### config.mk
export PLATFORM = sky130hd
export DESIGN_NAME = ccm2_top
export DESIGN_NICKNAME = d
export VERILOG_FILES = /design/src/pkg/ccm2_pkg.sv /design/src/logic/ccm2_top.sv
export SDC_FILE = /design/constraint.sdc
export NUM_CORES = 1
export LEC_CHECK = 0
export CAP_MARGIN = 10
export CORE_MARGIN = 10
export CORE_UTILIZATION = 30
export DETAILED_ROUTE_END_ITERATION = 6
export DONT_BUFFER_PORTS = 1
export RECOVER_POWER = 25
export SLEW_MARGIN = 20
export SYNTH_ARGS = -nofsm -noshare
export SYNTH_HDL_FRONTEND = slang
export SYNTH_SLANG_ARGS = --single-unit
export TNS_END_PERCENT = 30
### constraint.sdc
create_clock -name aclk -period 5.55 [get_ports aclk]
set_input_delay 0.2775 -clock aclk [delete_from_list [all_inputs] [get_ports aclk]]
set_output_delay 0.2775 -clock aclk [all_outputs]
set_load 0.005 [all_outputs]
### src/pkg/ccm2_pkg.sv
package ccm2_pkg;

  // ***********************************************
  // register map and fields
  // ***********************************************
  localparam logic [7:0] CCM2_OFS_CFG = 8'h00;
  localparam logic [7:0] CCM2_OFS_CCR = 8'h04;
  localparam logic [7:0] CCM2_OFS_STAT = 8'h08;
  localparam int CCM2_DIR_LSB = 8;
  localparam int CCM2_FE_BIT = 10;
  localparam int CCM2_BE_BIT = 11;
  localparam int CCM2_OM_LSB = 12;
  localparam int CCM2_FLT_LSB = 12;
  localparam logic [15:0] CCM2_CFG_RST = 16'h0000;
  localparam logic [1:0] CCM2_DIR_OUT = 2'h0;
  localparam logic [1:0] CCM2_OKAY = 2'h0;
  localparam logic [1:0] CCM2_SLVERR = 2'h2;

  // output modes
  localparam logic [2:0] CCM2_OM_FRZ = 3'h0;
  localparam logic [2:0] CCM2_OM_SET = 3'h1;
  localparam logic [2:0] CCM2_OM_CLR = 3'h2;
  localparam logic [2:0] CCM2_OM_TOG = 3'h3;
  localparam logic [2:0] CCM2_OM_FLO = 3'h4;
  localparam logic [2:0] CCM2_OM_FHI = 3'h5;
  localparam logic [2:0] CCM2_OM_PWM1 = 3'h6;
  localparam logic [2:0] CCM2_OM_PWM2 = 3'h7;

  // ***********************************************
  // carriers
  // ***********************************************
  typedef struct packed {
    logic awvalid;
    logic [31:0] awaddr;
    logic wvalid;
    logic [31:0] wdata;
    logic [3:0] wstrb;
    logic bready;
    logic arvalid;
    logic [31:0] araddr;
    logic rready;
  } ccm2_axi_req_s;

  typedef struct packed {
    logic awready;
    logic wready;
    logic bvalid;
    logic [1:0] bresp;
    logic arready;
    logic rvalid;
    logic [31:0] rdata;
    logic [1:0] rresp;
  } ccm2_axi_rsp_s;

  typedef struct packed {
    logic [2:0] div_log2;
    logic [3:0] n;
  } ccm2_flt_s;

  // filter code to sample divisor and count
  function automatic ccm2_flt_s ccm2_flt_lookup(input logic [3:0] c);
    ccm2_flt_s f;
    f = '{3'h0, 4'h1};
    case (c)
      4'h0: f = '{3'h0, 4'h1};
      4'h1: f = '{3'h0, 4'h2};
      4'h2: f = '{3'h0, 4'h4};
      4'h3: f = '{3'h0, 4'h8};
      4'h4: f = '{3'h1, 4'h6};
      4'h5: f = '{3'h1, 4'h8};
      4'h6: f = '{3'h2, 4'h6};
      4'h7: f = '{3'h2, 4'h8};
      4'h8: f = '{3'h3, 4'h6};
      4'h9: f = '{3'h3, 4'h8};
      4'ha: f = '{3'h4, 4'h5};
      4'hb: f = '{3'h4, 4'h6};
      4'hc: f = '{3'h4, 4'h8};
      4'hd: f = '{3'h5, 4'h5};
      4'he: f = '{3'h5, 4'h6};
      4'hf: f = '{3'h5, 4'h8};
      default: f = '{3'h0, 4'h1};
    endcase
    return f;
  endfunction

endpackage

### src/logic/ccm2_top.sv
// The address map and the AXI4-Lite register port are this design's own decisions.
`timescale 1ns/100ps
module ccm2_top
  import ccm2_pkg::*;
#(
  parameter int CW = 16
) (
  input wire logic aclk,
  input wire logic aresetn,
  input wire logic ce,
  input wire ccm2_axi_req_s axi_req,
  output ccm2_axi_rsp_s axi_rsp,
  input wire logic update_event,
  input wire logic one_pulse_select,
  input wire logic [CW-1:0] counter_value,
  input wire logic trigger_pin,
  input wire logic ch2_timer_input,
  output logic ch2_output_pin,
  output logic ch2_filtered,
  output logic trigger_to_core,
  output logic [CW-1:0] ch2_shadow_value
);

  // ***********************************************
  // elaboration checks
  // ***********************************************
  if (CW < 1 || CW > 32) begin : g_bad_cw
    $error("ccm2_top: CW must lie in 1..32");
  end

  // ***********************************************
  // state
  // ***********************************************
  typedef struct packed {
    logic awready;
    logic wready;
    logic aw_got;
    logic w_got;
    logic [7:0] awaddr;
    logic [31:0] wdata;
    logic [3:0] wstrb;
    logic bvalid;
    logic [1:0] bresp;
    logic arready;
    logic rvalid;
    logic [31:0] rdata;
    logic [1:0] rresp;
    logic [15:0] cfg;
    logic [CW-1:0] pre;
    logic [CW-1:0] shd;
    logic [1:0] trg_s;
    logic trg_p;
    logic trg;
    logic [1:0] ti_s;
    logic [4:0] div;
    logic [3:0] cnt;
    logic filt;
    logic oref;
  } ccm2_state_s;

  ccm2_state_s q;
  ccm2_state_s d;

  // ***********************************************
  // decoded configuration
  // ***********************************************
  logic out_dir;
  logic buf_en;
  logic [2:0] om;
  logic pwm;
  logic fast_act;
  logic trg_edge;
  logic [3:0] fcode;
  logic code0;
  ccm2_flt_s flt;
  logic [4:0] div_max;
  logic samp;
  logic match;
  logic below;
  logic warn;

  // direction gates every output-side bit
  assign out_dir = q.cfg[CCM2_DIR_LSB+:2] == CCM2_DIR_OUT;
  assign buf_en = out_dir && q.cfg[CCM2_BE_BIT];
  assign om = q.cfg[CCM2_OM_LSB+:3];
  assign pwm = om == CCM2_OM_PWM1 || om == CCM2_OM_PWM2;
  assign fast_act = out_dir && q.cfg[CCM2_FE_BIT] && pwm;
  // rising edge taken only from the second sync stage
  assign trg_edge = q.trg_s[1] && !q.trg_p;
  assign fcode = q.cfg[CCM2_FLT_LSB+:4];
  // an output channel bypasses the filter entirely
  assign code0 = out_dir || fcode == 4'h0;
  assign flt = ccm2_flt_lookup(fcode);
  assign div_max = 5'((6'h01 << flt.div_log2) - 6'h01);
  assign samp = q.div == div_max;
  assign match = counter_value == q.shd;
  assign below = counter_value < q.shd;
  // unbuffered pwm outside one-pulse is software's fault
  assign warn = out_dir && pwm && !q.cfg[CCM2_BE_BIT] &&
                !one_pulse_select;

  // merge a strobed write into an old word
  function automatic logic [31:0] wmerge(input logic [31:0] old,
                                         input logic [31:0] wd,
                                         input logic [3:0] s);
    logic [31:0] m;
    m = {{8{s[3]}}, {8{s[2]}}, {8{s[1]}}, {8{s[0]}}};
    return (old & ~m) | (wd & m);
  endfunction

  // ***********************************************
  // next state
  // ***********************************************
  always_comb begin
    d = q;
    // write channels taken in either order
    if (axi_req.awvalid && q.awready) begin
      d.aw_got = 1'b1;
      d.awaddr = axi_req.awaddr[7:0];
    end
    if (axi_req.wvalid && q.wready) begin
      d.w_got = 1'b1;
      d.wdata = axi_req.wdata;
      d.wstrb = axi_req.wstrb;
    end
    if (q.bvalid && axi_req.bready) begin
      d.bvalid = 1'b0;
    end
    // buffered value moves to shadow on update
    if (buf_en && update_event) begin
      d.shd = q.pre;
    end
    if (q.aw_got && q.w_got) begin
      d.aw_got = 1'b0;
      d.w_got = 1'b0;
      d.bvalid = 1'b1;
      d.bresp = CCM2_OKAY;
      case (q.awaddr)
        CCM2_OFS_CFG: begin
          d.cfg = 16'(wmerge(32'(q.cfg), q.wdata, q.wstrb));
        end
        CCM2_OFS_CCR: begin
          if (buf_en) begin
            d.pre = CW'(wmerge(32'(q.pre), q.wdata, q.wstrb));
          end else begin
            d.pre = CW'(wmerge(32'(q.shd), q.wdata, q.wstrb));
            d.shd = d.pre;
          end
        end
        CCM2_OFS_STAT: begin
        end
        default: begin
          d.bresp = CCM2_SLVERR;
        end
      endcase
    end
    d.awready = !d.aw_got && !d.bvalid;
    d.wready = !d.w_got && !d.bvalid;

    // read channel, buffered value seen when buffered
    if (q.rvalid && axi_req.rready) begin
      d.rvalid = 1'b0;
    end
    if (axi_req.arvalid && q.arready) begin
      d.rvalid = 1'b1;
      d.rresp = CCM2_OKAY;
      case (axi_req.araddr[7:0])
        CCM2_OFS_CFG: d.rdata = 32'(q.cfg);
        CCM2_OFS_CCR: d.rdata = 32'(buf_en ? q.pre : q.shd);
        CCM2_OFS_STAT: d.rdata = {29'h0, warn, q.oref, q.filt};
        default: begin
          d.rdata = 32'h0;
          d.rresp = CCM2_SLVERR;
        end
      endcase
    end
    d.arready = !d.rvalid;

    // trigger sync and pulse towards the counter core
    d.trg_s = {q.trg_s[0], trigger_pin};
    d.trg_p = q.trg_s[1];
    d.trg = trg_edge;

    // output reference from the comparison
    if (out_dir) begin
      case (om)
        CCM2_OM_FRZ: d.oref = q.oref;
        CCM2_OM_SET: d.oref = match ? 1'b1 : q.oref;
        CCM2_OM_CLR: d.oref = match ? 1'b0 : q.oref;
        CCM2_OM_TOG: d.oref = match ? !q.oref : q.oref;
        CCM2_OM_FLO: d.oref = 1'b0;
        CCM2_OM_FHI: d.oref = 1'b1;
        CCM2_OM_PWM1: d.oref = below;
        CCM2_OM_PWM2: d.oref = !below;
        default: d.oref = q.oref;
      endcase
    end
    // fast edge forces the match level for one cycle only
    if (fast_act && trg_edge) begin
      d.oref = om == CCM2_OM_PWM2;
    end

    // input filter: n agreeing samples to change
    d.ti_s = {q.ti_s[0], ch2_timer_input};
    d.div = samp ? 5'h00 : q.div + 5'h01;
    if (code0) begin
      d.filt = q.ti_s[1];
      d.cnt = 4'h0;
    end else if (samp) begin
      if (q.ti_s[1] == q.filt) begin
        d.cnt = 4'h0;
      end else if (q.cnt == flt.n - 4'h1) begin
        d.filt = q.ti_s[1];
        d.cnt = 4'h0;
      end else begin
        d.cnt = q.cnt + 4'h1;
      end
    end
  end

  // reset beats clock enable; ce low freezes all
  always_ff @(posedge aclk) begin
    if (!aresetn) begin
      q <= '0;
      q.cfg <= CCM2_CFG_RST;
      q.awready <= 1'b1;
      q.wready <= 1'b1;
      q.arready <= 1'b1;
    end else if (ce) begin
      q <= d;
    end
  end

  // ***********************************************
  // outputs
  // ***********************************************
  assign axi_rsp = '{q.awready, q.wready, q.bvalid, q.bresp,
                     q.arready, q.rvalid, q.rdata, q.rresp};
  assign ch2_output_pin = q.oref;
  assign ch2_filtered = q.filt;
  assign trigger_to_core = q.trg;
  assign ch2_shadow_value = q.shd;
endmodule // ccm2_top

==> impl_metrics.tcl, run 1 <==
set metrics [dict create \
    synthTopCellsByArea "dfxtp_1 38%, nand2_1 7.8%, buf_4 6.6%, mux2i_1 6.4%, ha_1 4.7%" \
    hold_depth 2 \
    drc 0 \
    path_max_fanout 19 \
    min_path_type "in -> reg" \
    grt_pass1_wl_um 28300 \
    start_util 0.306 \
    port_buffers 0 \
    syn2layout_area_growth_pct 9.89 \
    rows 53 \
    relSlewSlack 0.265 \
    cts_tree "built" \
    finalCritPeriodShare 0.491 \
    power_density_nw_per_um2 282 \
    p_leak_nw 2.71 \
    yosysWarnings 0 \
    skew_ps 10.3 \
    worstReg2RegEnd "flt[3]" \
    root_buffer "clkbuf_16" \
    rsz0062_at_grt "false" \
    grt_overflow 0 \
    antenna_found_initial 0 \
    fmax_ghz 0.367 \
    grt_pass1_vias 4882 \
    syn_area_um2 6450 \
    async_flop_share 0 \
    synthTopCellsByCount "134 x nand2_1, 123 x dfxtp_1, 79 x nor2_1" \
    arrival_ps 3010 \
    clk_pin_slew_worst_paths_ps 50 \
    grt_max_degree 100 \
    syn_inst 797 \
    clk_path_buf_depth 2 \
    numCtsBuffers 17 \
    yosys.area.top_type_share 0.382 \
    slowest_delay_ps 780 \
    r2r_slack_ps 2830 \
    hp-start "aresetn" \
    start_kind "register" \
    synth.most_common_cell "nand2_1" \
    r2r-start "q[105]" \
    cp-end-kind "register" \
    p_total_mw 2.00 \
    met1_length_um 8380 \
    dr_wl_met2_um 8410 \
    ys_ff_latch 123 \
    n_antenna_cell 0 \
    routedWlPerCell_um 17.5 \
    path_cells "nand4bb_1, or3_4, mux2i_1, nor2_1, inv_1, ha_1, nand3b_1, o211ai_1, o31ai_2" \
    first_iter_violations 367 \
    required_ps 5830 \
    worst_slew_pin_slew_ps 1100 \
    die_h_um 167 \
    setup_viol 0 \
    post_drt_via_cell_ratio 4.96 \
    final_hold_viol_count 0 \
    cts_sinks 123 \
    fin_setup_tns_ps 0 \
    clock_latency_ps 410 \
    ys_types 64 \
    ant_nets 0 \
    post_route_cells_drive_above_1_share 0.0557 \
    ys.flop_type "dfxtp_1" \
    dp_hpwl_um 13100 \
    period_needed_ps 2720 \
    finalNetCount 915 \
    worst_slack_ps 2830 \
    htreeDepth 4 \
    slew_violations 0 \
    reg2reg_depth 9 \
    path_buf_inv 1 \
    synth_edf_count 0 \
    path_class "reg -> reg" \
    grt.total_usage 0.127 \
    drtPass1Iterations 4 \
    ios 188 \
    vdd_ir_drop_max_mv 0.205 \
    maxCapViolCount 0 \
    cp_top_family "simple AND/OR/NAND/NOR gates" \
    synth_top_cell_by_area "dfxtp_1" \
    die_x_um 167 \
    status "completed" \
    avgSynthCellArea_um2 8.10 \
    synth_seq_area_share 0.382 \
    worst_path_max_delay_cell "dfxtp_1" \
    fin_util 0.336 \
    met3_length_um 1220 \
    top_layer "met4" \
    gp_congestion 0.787 \
    coreArea_um2 21100 \
    min_to "q[3]" \
    vias 5192 \
    dp_slack_ps 2850 \
    routed_wl_um 18400 \
    dieArea_um2 27800 \
]
==> metal layers <==
metal  global-route usage  vias to the layer above
met3               0.0407                       17
li1                     -                     2595
met2                0.198                      163
met4               0.0420                        0
met5                    0                        -
met1                0.163                     2417
==> worst register-to-register path, stage by stage (launching register included) <==
cell and delay [ps]:
dfxtp_1 780, nand4bb_1 160, or3_4 470, mux2i_1 170
nor2_1 240, inv_1 130, ha_1 310, nand3b_1 110
o211ai_1 130, o31ai_2 100
==> per-stage QoR <==
step / hold slack [ps] / instance area [um^2] / std cells
final: 32.9 / 7090 / 1047
after global routing: 21.4 / 7090 / 1047
after CTS: 2.14 / 7090 / 1047
after detailed placement: 371 / 6270 / 989
after global placement: 360 / 6270 / 989
after floorplan: 413 / 6520 / 814
==> final cells by class <==
class                   count  area [um^2]
clock buffers              21          470
clock inverters             7         46.3
fillers                  2245        14000
inverters                  31          116
multi-input cells         556         3320
flip-flops and latches    123         2460
well taps                 275          344
repair buffers             34          330
==> kinds of logic after synthesis <==
| group | share of synthesized area |
|---|---|
| AOI/OAI and AO/OA | 0.170 |
| xor gates and xnor gates | 0.0190 |
| adders and majority gates | 0.0465 |
| buffers and inverters | 0.114 |
| DFF | 0.382 |
| muxes | 0.0711 |
| other | 0.000581 |
| and+or+nand+nor | 0.197 |
==> repair_timing <==
| action | in CTS | in global routing |
|---|---|---|
| resized for setup | 0 | 0 |
| buffers inserted | 0 | 0 |
| endpoints found under the hold margin | 39 | 0 |
| setup endpoints to repair | 0 | 0 |
| hold buffers | 30 | 0 |
==> power by group <==
group	internal (mW)	switching, mW	total, mW
Sequential	0.899	0.0189	0.918
Combinational	0.0437	0.0591	0.103
Clock	0.593	0.385	0.978
Total	1.54	0.463	2.00
==> layout by cell type (no fill, tap or decap), types with 15 or more instances in the layout <==
master	netlist	routed
clkbuf_16	0	17
nor2_1	79	79
ha_1	24	24
o211ai_1	15	15
o21ai_0	28	28
a21oi_1	56	56
nand2_1	134	134
dfxtp_1	123	123
conb_1	1	18
inv_1	30	31
mux2i_1	41	41
dlygate4sd3_1	0	30
a22o_1	17	17
nand3_1	26	26
a22oi_1	18	18
==> worst max-delay path by stage <==
stage | end | cells past startpoint | startpoint
after global placement | ch2_shadow_value[3] | 7 | q[141]
after detailed placement | ch2_shadow_value[0] | 7 | q[141]
after CTS | ch2_shadow_value[8] | 7 | q[141]
after floorplan | flt[3] | 9 | q[141]
final | flt[3] | 9 | q[105]
after global routing | ch2_shadow_value[13] | 7 | q[141]
Note: power is estimated with default switching activity, not from simulation.
==> run 2: changes to the inputs <==
==> constraint.sdc (replaced) <==
create_clock -name aclk -period 2.65 [get_ports aclk]
set_input_delay 0.1325 -clock aclk [delete_from_list [all_inputs] [get_ports aclk]]
set_output_delay 0.1325 -clock aclk [all_outputs]
set_load 0.005 [all_outputs]
==> run 2 against run 1 <==
Sequential share of layout area down 1.7 points. Utilization up 1.7 points. Combinational power up 150%. Via count up 2.8%. Hold slack worse by 23 ps. Sequential power up 110%. Critical path depth unchanged. Largest power group unchanged.
==> impl_metrics.tcl, run 2 (synthesized netlist as in run 1, its figures left out) <==
set metrics [dict create \
    min_path_type "in -> reg" \
    clk_path_buf_depth 2 \
    vdd_ir_drop_max_mv 0.454 \
    relSlewSlack 0.266 \
    maxCapViolCount 0 \
    coreArea_um2 21100 \
    routedWlPerCell_um 17.7 \
    root_buffer "clkbuf_16" \
    vias 5335 \
    power_density_nw_per_um2 620 \
    gp_congestion 0.826 \
    setup_viol 0 \
    clock_latency_ps 420 \
    holdWs_ps 10.4 \
    dp_hpwl_um 13400 \
    layout_common_cells "134 x nand2_1, 123 x dfxtp_1, 78 x nor2_1" \
    drtPass1Iterations 5 \
    htreeDepth 4 \
    finalNetCount 945 \
    cts_sinks 123 \
    period_needed_ps 2500 \
    drc 0 \
    die_x_um 167 \
    post_drt_via_cell_ratio 4.93 \
    reg2reg_depth 9 \
    grt_overflow 0 \
    final_hold_viol_count 0 \
    clk_pin_slew_worst_paths_ps 60 \
    port_buffers 0 \
    skew_ps 10.7 \
    dieArea_um2 27800 \
    start_util 0.306 \
    path_max_fanout 4 \
    design_area_um2 7460 \
    fin_util 0.354 \
    final_common_cell "nand2_1" \
    cts_setup_buffers 0 \
    path_class "reg -> reg" \
    status "completed" \
    arrival_ps 2800 \
    hold_depth 2 \
    p_leak_nw 2.90 \
    syn2layout_area_growth_pct 15.6 \
    finalCritPeriodShare 0.943 \
    cp-end-kind "register" \
    required_ps 2950 \
    ios 188 \
    grt_pass1_wl_um 30100 \
    first_iter_violations 352 \
    grt_max_degree 99 \
    ant_nets 0 \
    routed_wl_um 19200 \
    grt_pass1_vias 5194 \
    worst_slew_pin_slew_ps 1100 \
    slew_violations 0 \
    die_h_um 167 \
    post_route_cells_drive_above_1_share 0.0819 \
    cts_tree "built" \
    fmax_ghz 0.400 \
    start_kind "register" \
    grt.total_usage 0.135 \
    numCtsBuffers 17 \
    place_area_um2 6440 \
    antenna_found_initial 0 \
    rows 53 \
]
==> run 2: cell count changes in the layout (fill, tap and decap cells not counted), sizes merged <==
cell,before,now
dlygate4sd3,30,38
inv,31,32
bufinv,0,4
diode,0,1
clkinvlp,3,2
buf,4,22
clkbuf,21,25
==> run 2: worst paths after layout <==
check                                 from    endpoint  slack, ps
worst max-delay path                q[141]      flt[3]        150
worst min register to register      q[144]      q[144]        460
worst min-delay path            axi_req[4]  axi_rsp[4]         10
worst max register to register      q[141]      flt[3]        150
==> run 2: through the flow <==
step / TNS [ps] / power (mW) / setup slack (ps) / cells
CTS: 0 / 4.67 / 71.6 / 1081
detailed placement: 0 / 2.14 / 138 / 1010
global route: -0.761 / 4.78 / -0.761 / 1081
finish: 0 / 4.63 / 151 / 1082
floorplan: 0 / 2.13 / 147 / 814
global placement: 0 / 2.14 / 178 / 1010
==> run 2: timing repair <==
item                                   in CTS  in global routing
setup endpoints to repair                   0                  2
gates resized for setup                     0                  2
hold buffers                               39                  0
endpoints found under the hold margin      84                  0
==> run 2: power by group <==
part           leakage (nW)  switching, mW  internal (mW)  total, mW
clock network         0.297          0.853           1.60       2.45
registers             0.995         0.0386           1.88       1.92
logic                  1.61          0.149          0.106      0.255
total                  2.90           1.04           3.59       4.63
==> run 2: per-layer routing <==
metal / vias up / share of wire / global-route usage
met1: 2502 / 0.46 / 0.171
met5: - / 0 / 0
li1: 2675 / - / -
met2: 140 / 0.47 / 0.217
met4: 0 / 0.012 / 0.0439
met3: 18 / 0.060 / 0.0374
==> run 2: critical path: stages, from the launching register on <==
cell and delay, ps:
dfxtp_1 310, or4_4 540, or3_4 430, mux2i_1 160, nor2_2 190, inv_1 90, ha_1 300, nand3b_1 110
o211ai_1 170, o31ai_2 90
==> run 2: cell type report <==
type / instances / area, um^2
well taps: 275 / 344
fillers: 2213 / 13600
diodes: 1 / 2.50
inverters: 31 / 116
repair buffers: 64 / 586
multi-input cells: 556 / 3330
flip-flops and latches: 123 / 2460
clock buffers: 21 / 450
clock inverters: 11 / 168
==> run 3: changes to the inputs <==
==> constraint.sdc (replaced) <==
create_clock -name aclk -period 2.9 [get_ports aclk]
set_input_delay 0.145 -clock aclk [delete_from_list [all_inputs] [get_ports aclk]]
set_output_delay 0.145 -clock aclk [all_outputs]
set_load 0.005 [all_outputs]
==> run 3 against run 2 <==
Design area fell by 1.8%. Clock skew decreased by 2.1 ps. Sequential power down 9%. Clock power is 17% lower. Combinational power fell by 11%. Clock-buffer cell count up 4. Routed wire length down 0.82%. Largest cell class unchanged. Highest routed layer unchanged.
==> impl_metrics.tcl, run 3 (synthesized netlist as in run 1, its figures left out) <==
set metrics [dict create \
    layout_common_cells "134 x nand2_1, 123 x dfxtp_1, 79 x nor2_1" \
    grt_pass1_wl_um 29700 \
    grt_overflow 0 \
    grt_pass1_vias 5235 \
    finalNetCount 934 \
    finalCritPeriodShare 0.922 \
    p_int_mw 3.12 \
    top_layer "met4" \
    start_kind "register" \
    dp_hpwl_um 13500 \
    post_drt_via_cell_ratio 4.98 \
    gp_congestion 0.825 \
    maxCapViolCount 0 \
    grt_max_degree 46 \
    die_x_um 167 \
    period_needed_ps 2670 \
    required_ps 3190 \
    place_area_um2 6360 \
    netSwitchingPower_mw 0.906 \
    rsz0062_at_grt "false" \
    coreArea_um2 21100 \
    routed_wl_um 19000 \
    worst_slack_ps 227 \
    cp-end-kind "register" \
    fin_setup_tns_ps 0 \
    met3_length_um 1250 \
    pwr-share-comb 0.057 \
    setup_viol 0 \
    clk_pin_slew_worst_paths_ps 50 \
    vdd_ir_drop_max_mv 0.377 \
    first_iter_violations 279 \
    clock_latency_ps 420 \
    drtPass1Iterations 5 \
    root_buffer "clkbuf_16" \
    routedWlPerCell_um 17.8 \
    vias 5326 \
    slew_violations 0 \
    final_hold_viol_count 0 \
    clk_path_buf_depth 2 \
    dr_wl_met2_um 8380 \
    post_route_cells_drive_above_1_share 0.0694 \
    pwr-share-seq 0.436 \
    dp_slack_ps 284 \
    syn2layout_area_growth_pct 13.4 \
    holdWs_ps 13.6 \
    rows 53 \
    relSlewSlack 0.133 \
    die_h_um 167 \
    swShare 0.225 \
    status "completed" \
    seqCellArea_um2 2460 \
    cts_resized 0 \
    fillers 2242 \
    met1_length_um 8640 \
    p_total_mw 4.03 \
    port_buffers 0 \
    ios 188 \
    htreeDepth 4 \
    arrival_ps 2960 \
    path_class "reg -> reg" \
    fmax_ghz 0.374 \
    design_area_um2 7320 \
    ant_nets 0 \
    min_path_type "in -> reg" \
    worst_path_max_delay_cell "or4_4" \
    path_cells "or4_4, or3_4, mux2i_1, nor2_1, inv_1, ha_1, nand3b_1, o211ai_1, o31ai_2" \
    cts_tree "built" \
    cts_sinks 123 \
    multi_input_area_um2 3320 \
    slowest_delay_ps 540 \
    numCtsBuffers 17 \
    skew_ps 8.64 \
    drc 0 \
    dieArea_um2 27800 \
    clkPwrFrac 0.507 \
    antenna_found_initial 2 \
    final_common_cell "nand2_1" \
    path_max_fanout 11 \
    grt.total_usage 0.134 \
    p_leak_nw 2.83 \
    start_util 0.306 \
    power_density_nw_per_um2 550 \
    worst_slew_pin_slew_ps 1300 \
]
[run 3: cell types whose count changed in the layout (fill, tap and decap cells not counted), moves of 2 or more]
cell / previous run / this run
buf_4: 20 / 14
bufinv_16: 4 / 1
clkinv_2: 3 / 1
clkbuf_1: 7 / 3
clkbuf_8: 1 / 6
[run 3: final timing paths]
kind	cells past startpoint	to	slack, ps	from
worst max-delay path	9	flt[3]	230	q[141]
worst max register to register	9	flt[3]	230	q[141]
worst min-delay path	2	fcode[1]	10	aresetn
worst min register to register	2	q[146]	450	q[146]
[run 3: per-layer routing]
metal  track usage  vias to the layer above
met5             0                        -
met3        0.0426                       31
met4        0.0729                        0
li1              -                     2654
met2         0.207                      154
met1         0.163                     2487
[run 3: layout make-up]
class	count	area share
Multi-Input combinational cell	556	0.454
Clock buffer	25	0.0704
Timing Repair Buffer	53	0.0682
Tap cell	275	0.0470
Antenna cell	1	0.000342
Clock inverter	5	0.00803
Inverter	31	0.0159
Sequential cell	123	0.336
[run 3: metrics by stage]
step / cells / util
global placement: 1000 / 0.301
global route: 1069 / 0.347
finish: 1069 / 0.347
floorplan: 814 / -
CTS: 1068 / 0.347
detailed placement: 1000 / 0.301
[run 3: what timing repair did]
item | CTS | global route
setup buffers | 0 | 0
hold buffers | 38 | 0
endpoints found under the hold margin | 80 | 0
[run 3: power groups by stage]
stage | Combinational, mW | Clock (mW) | Sequential, mW
after detailed placement | 0.165 | 0 | 1.79
final | 0.228 | 2.04 | 1.75
after global routing | 0.256 | 2.16 | 1.76
after CTS | 0.230 | 2.08 | 1.75
after global placement | 0.163 | 0 | 1.79
after floorplan | 0.175 | 0 | 1.77
[run 3: critical path, delay by kind of cell, from the launching register on]
kind | cells | cell delay [ps]
and+or+nand+nor | 4 | 1380
buffers and inverters | 1 | 120
muxes | 1 | 170
DFF | 1 | 310
adders and majority gates | 1 | 300
AOI/OAI and AO/OA | 2 | 260
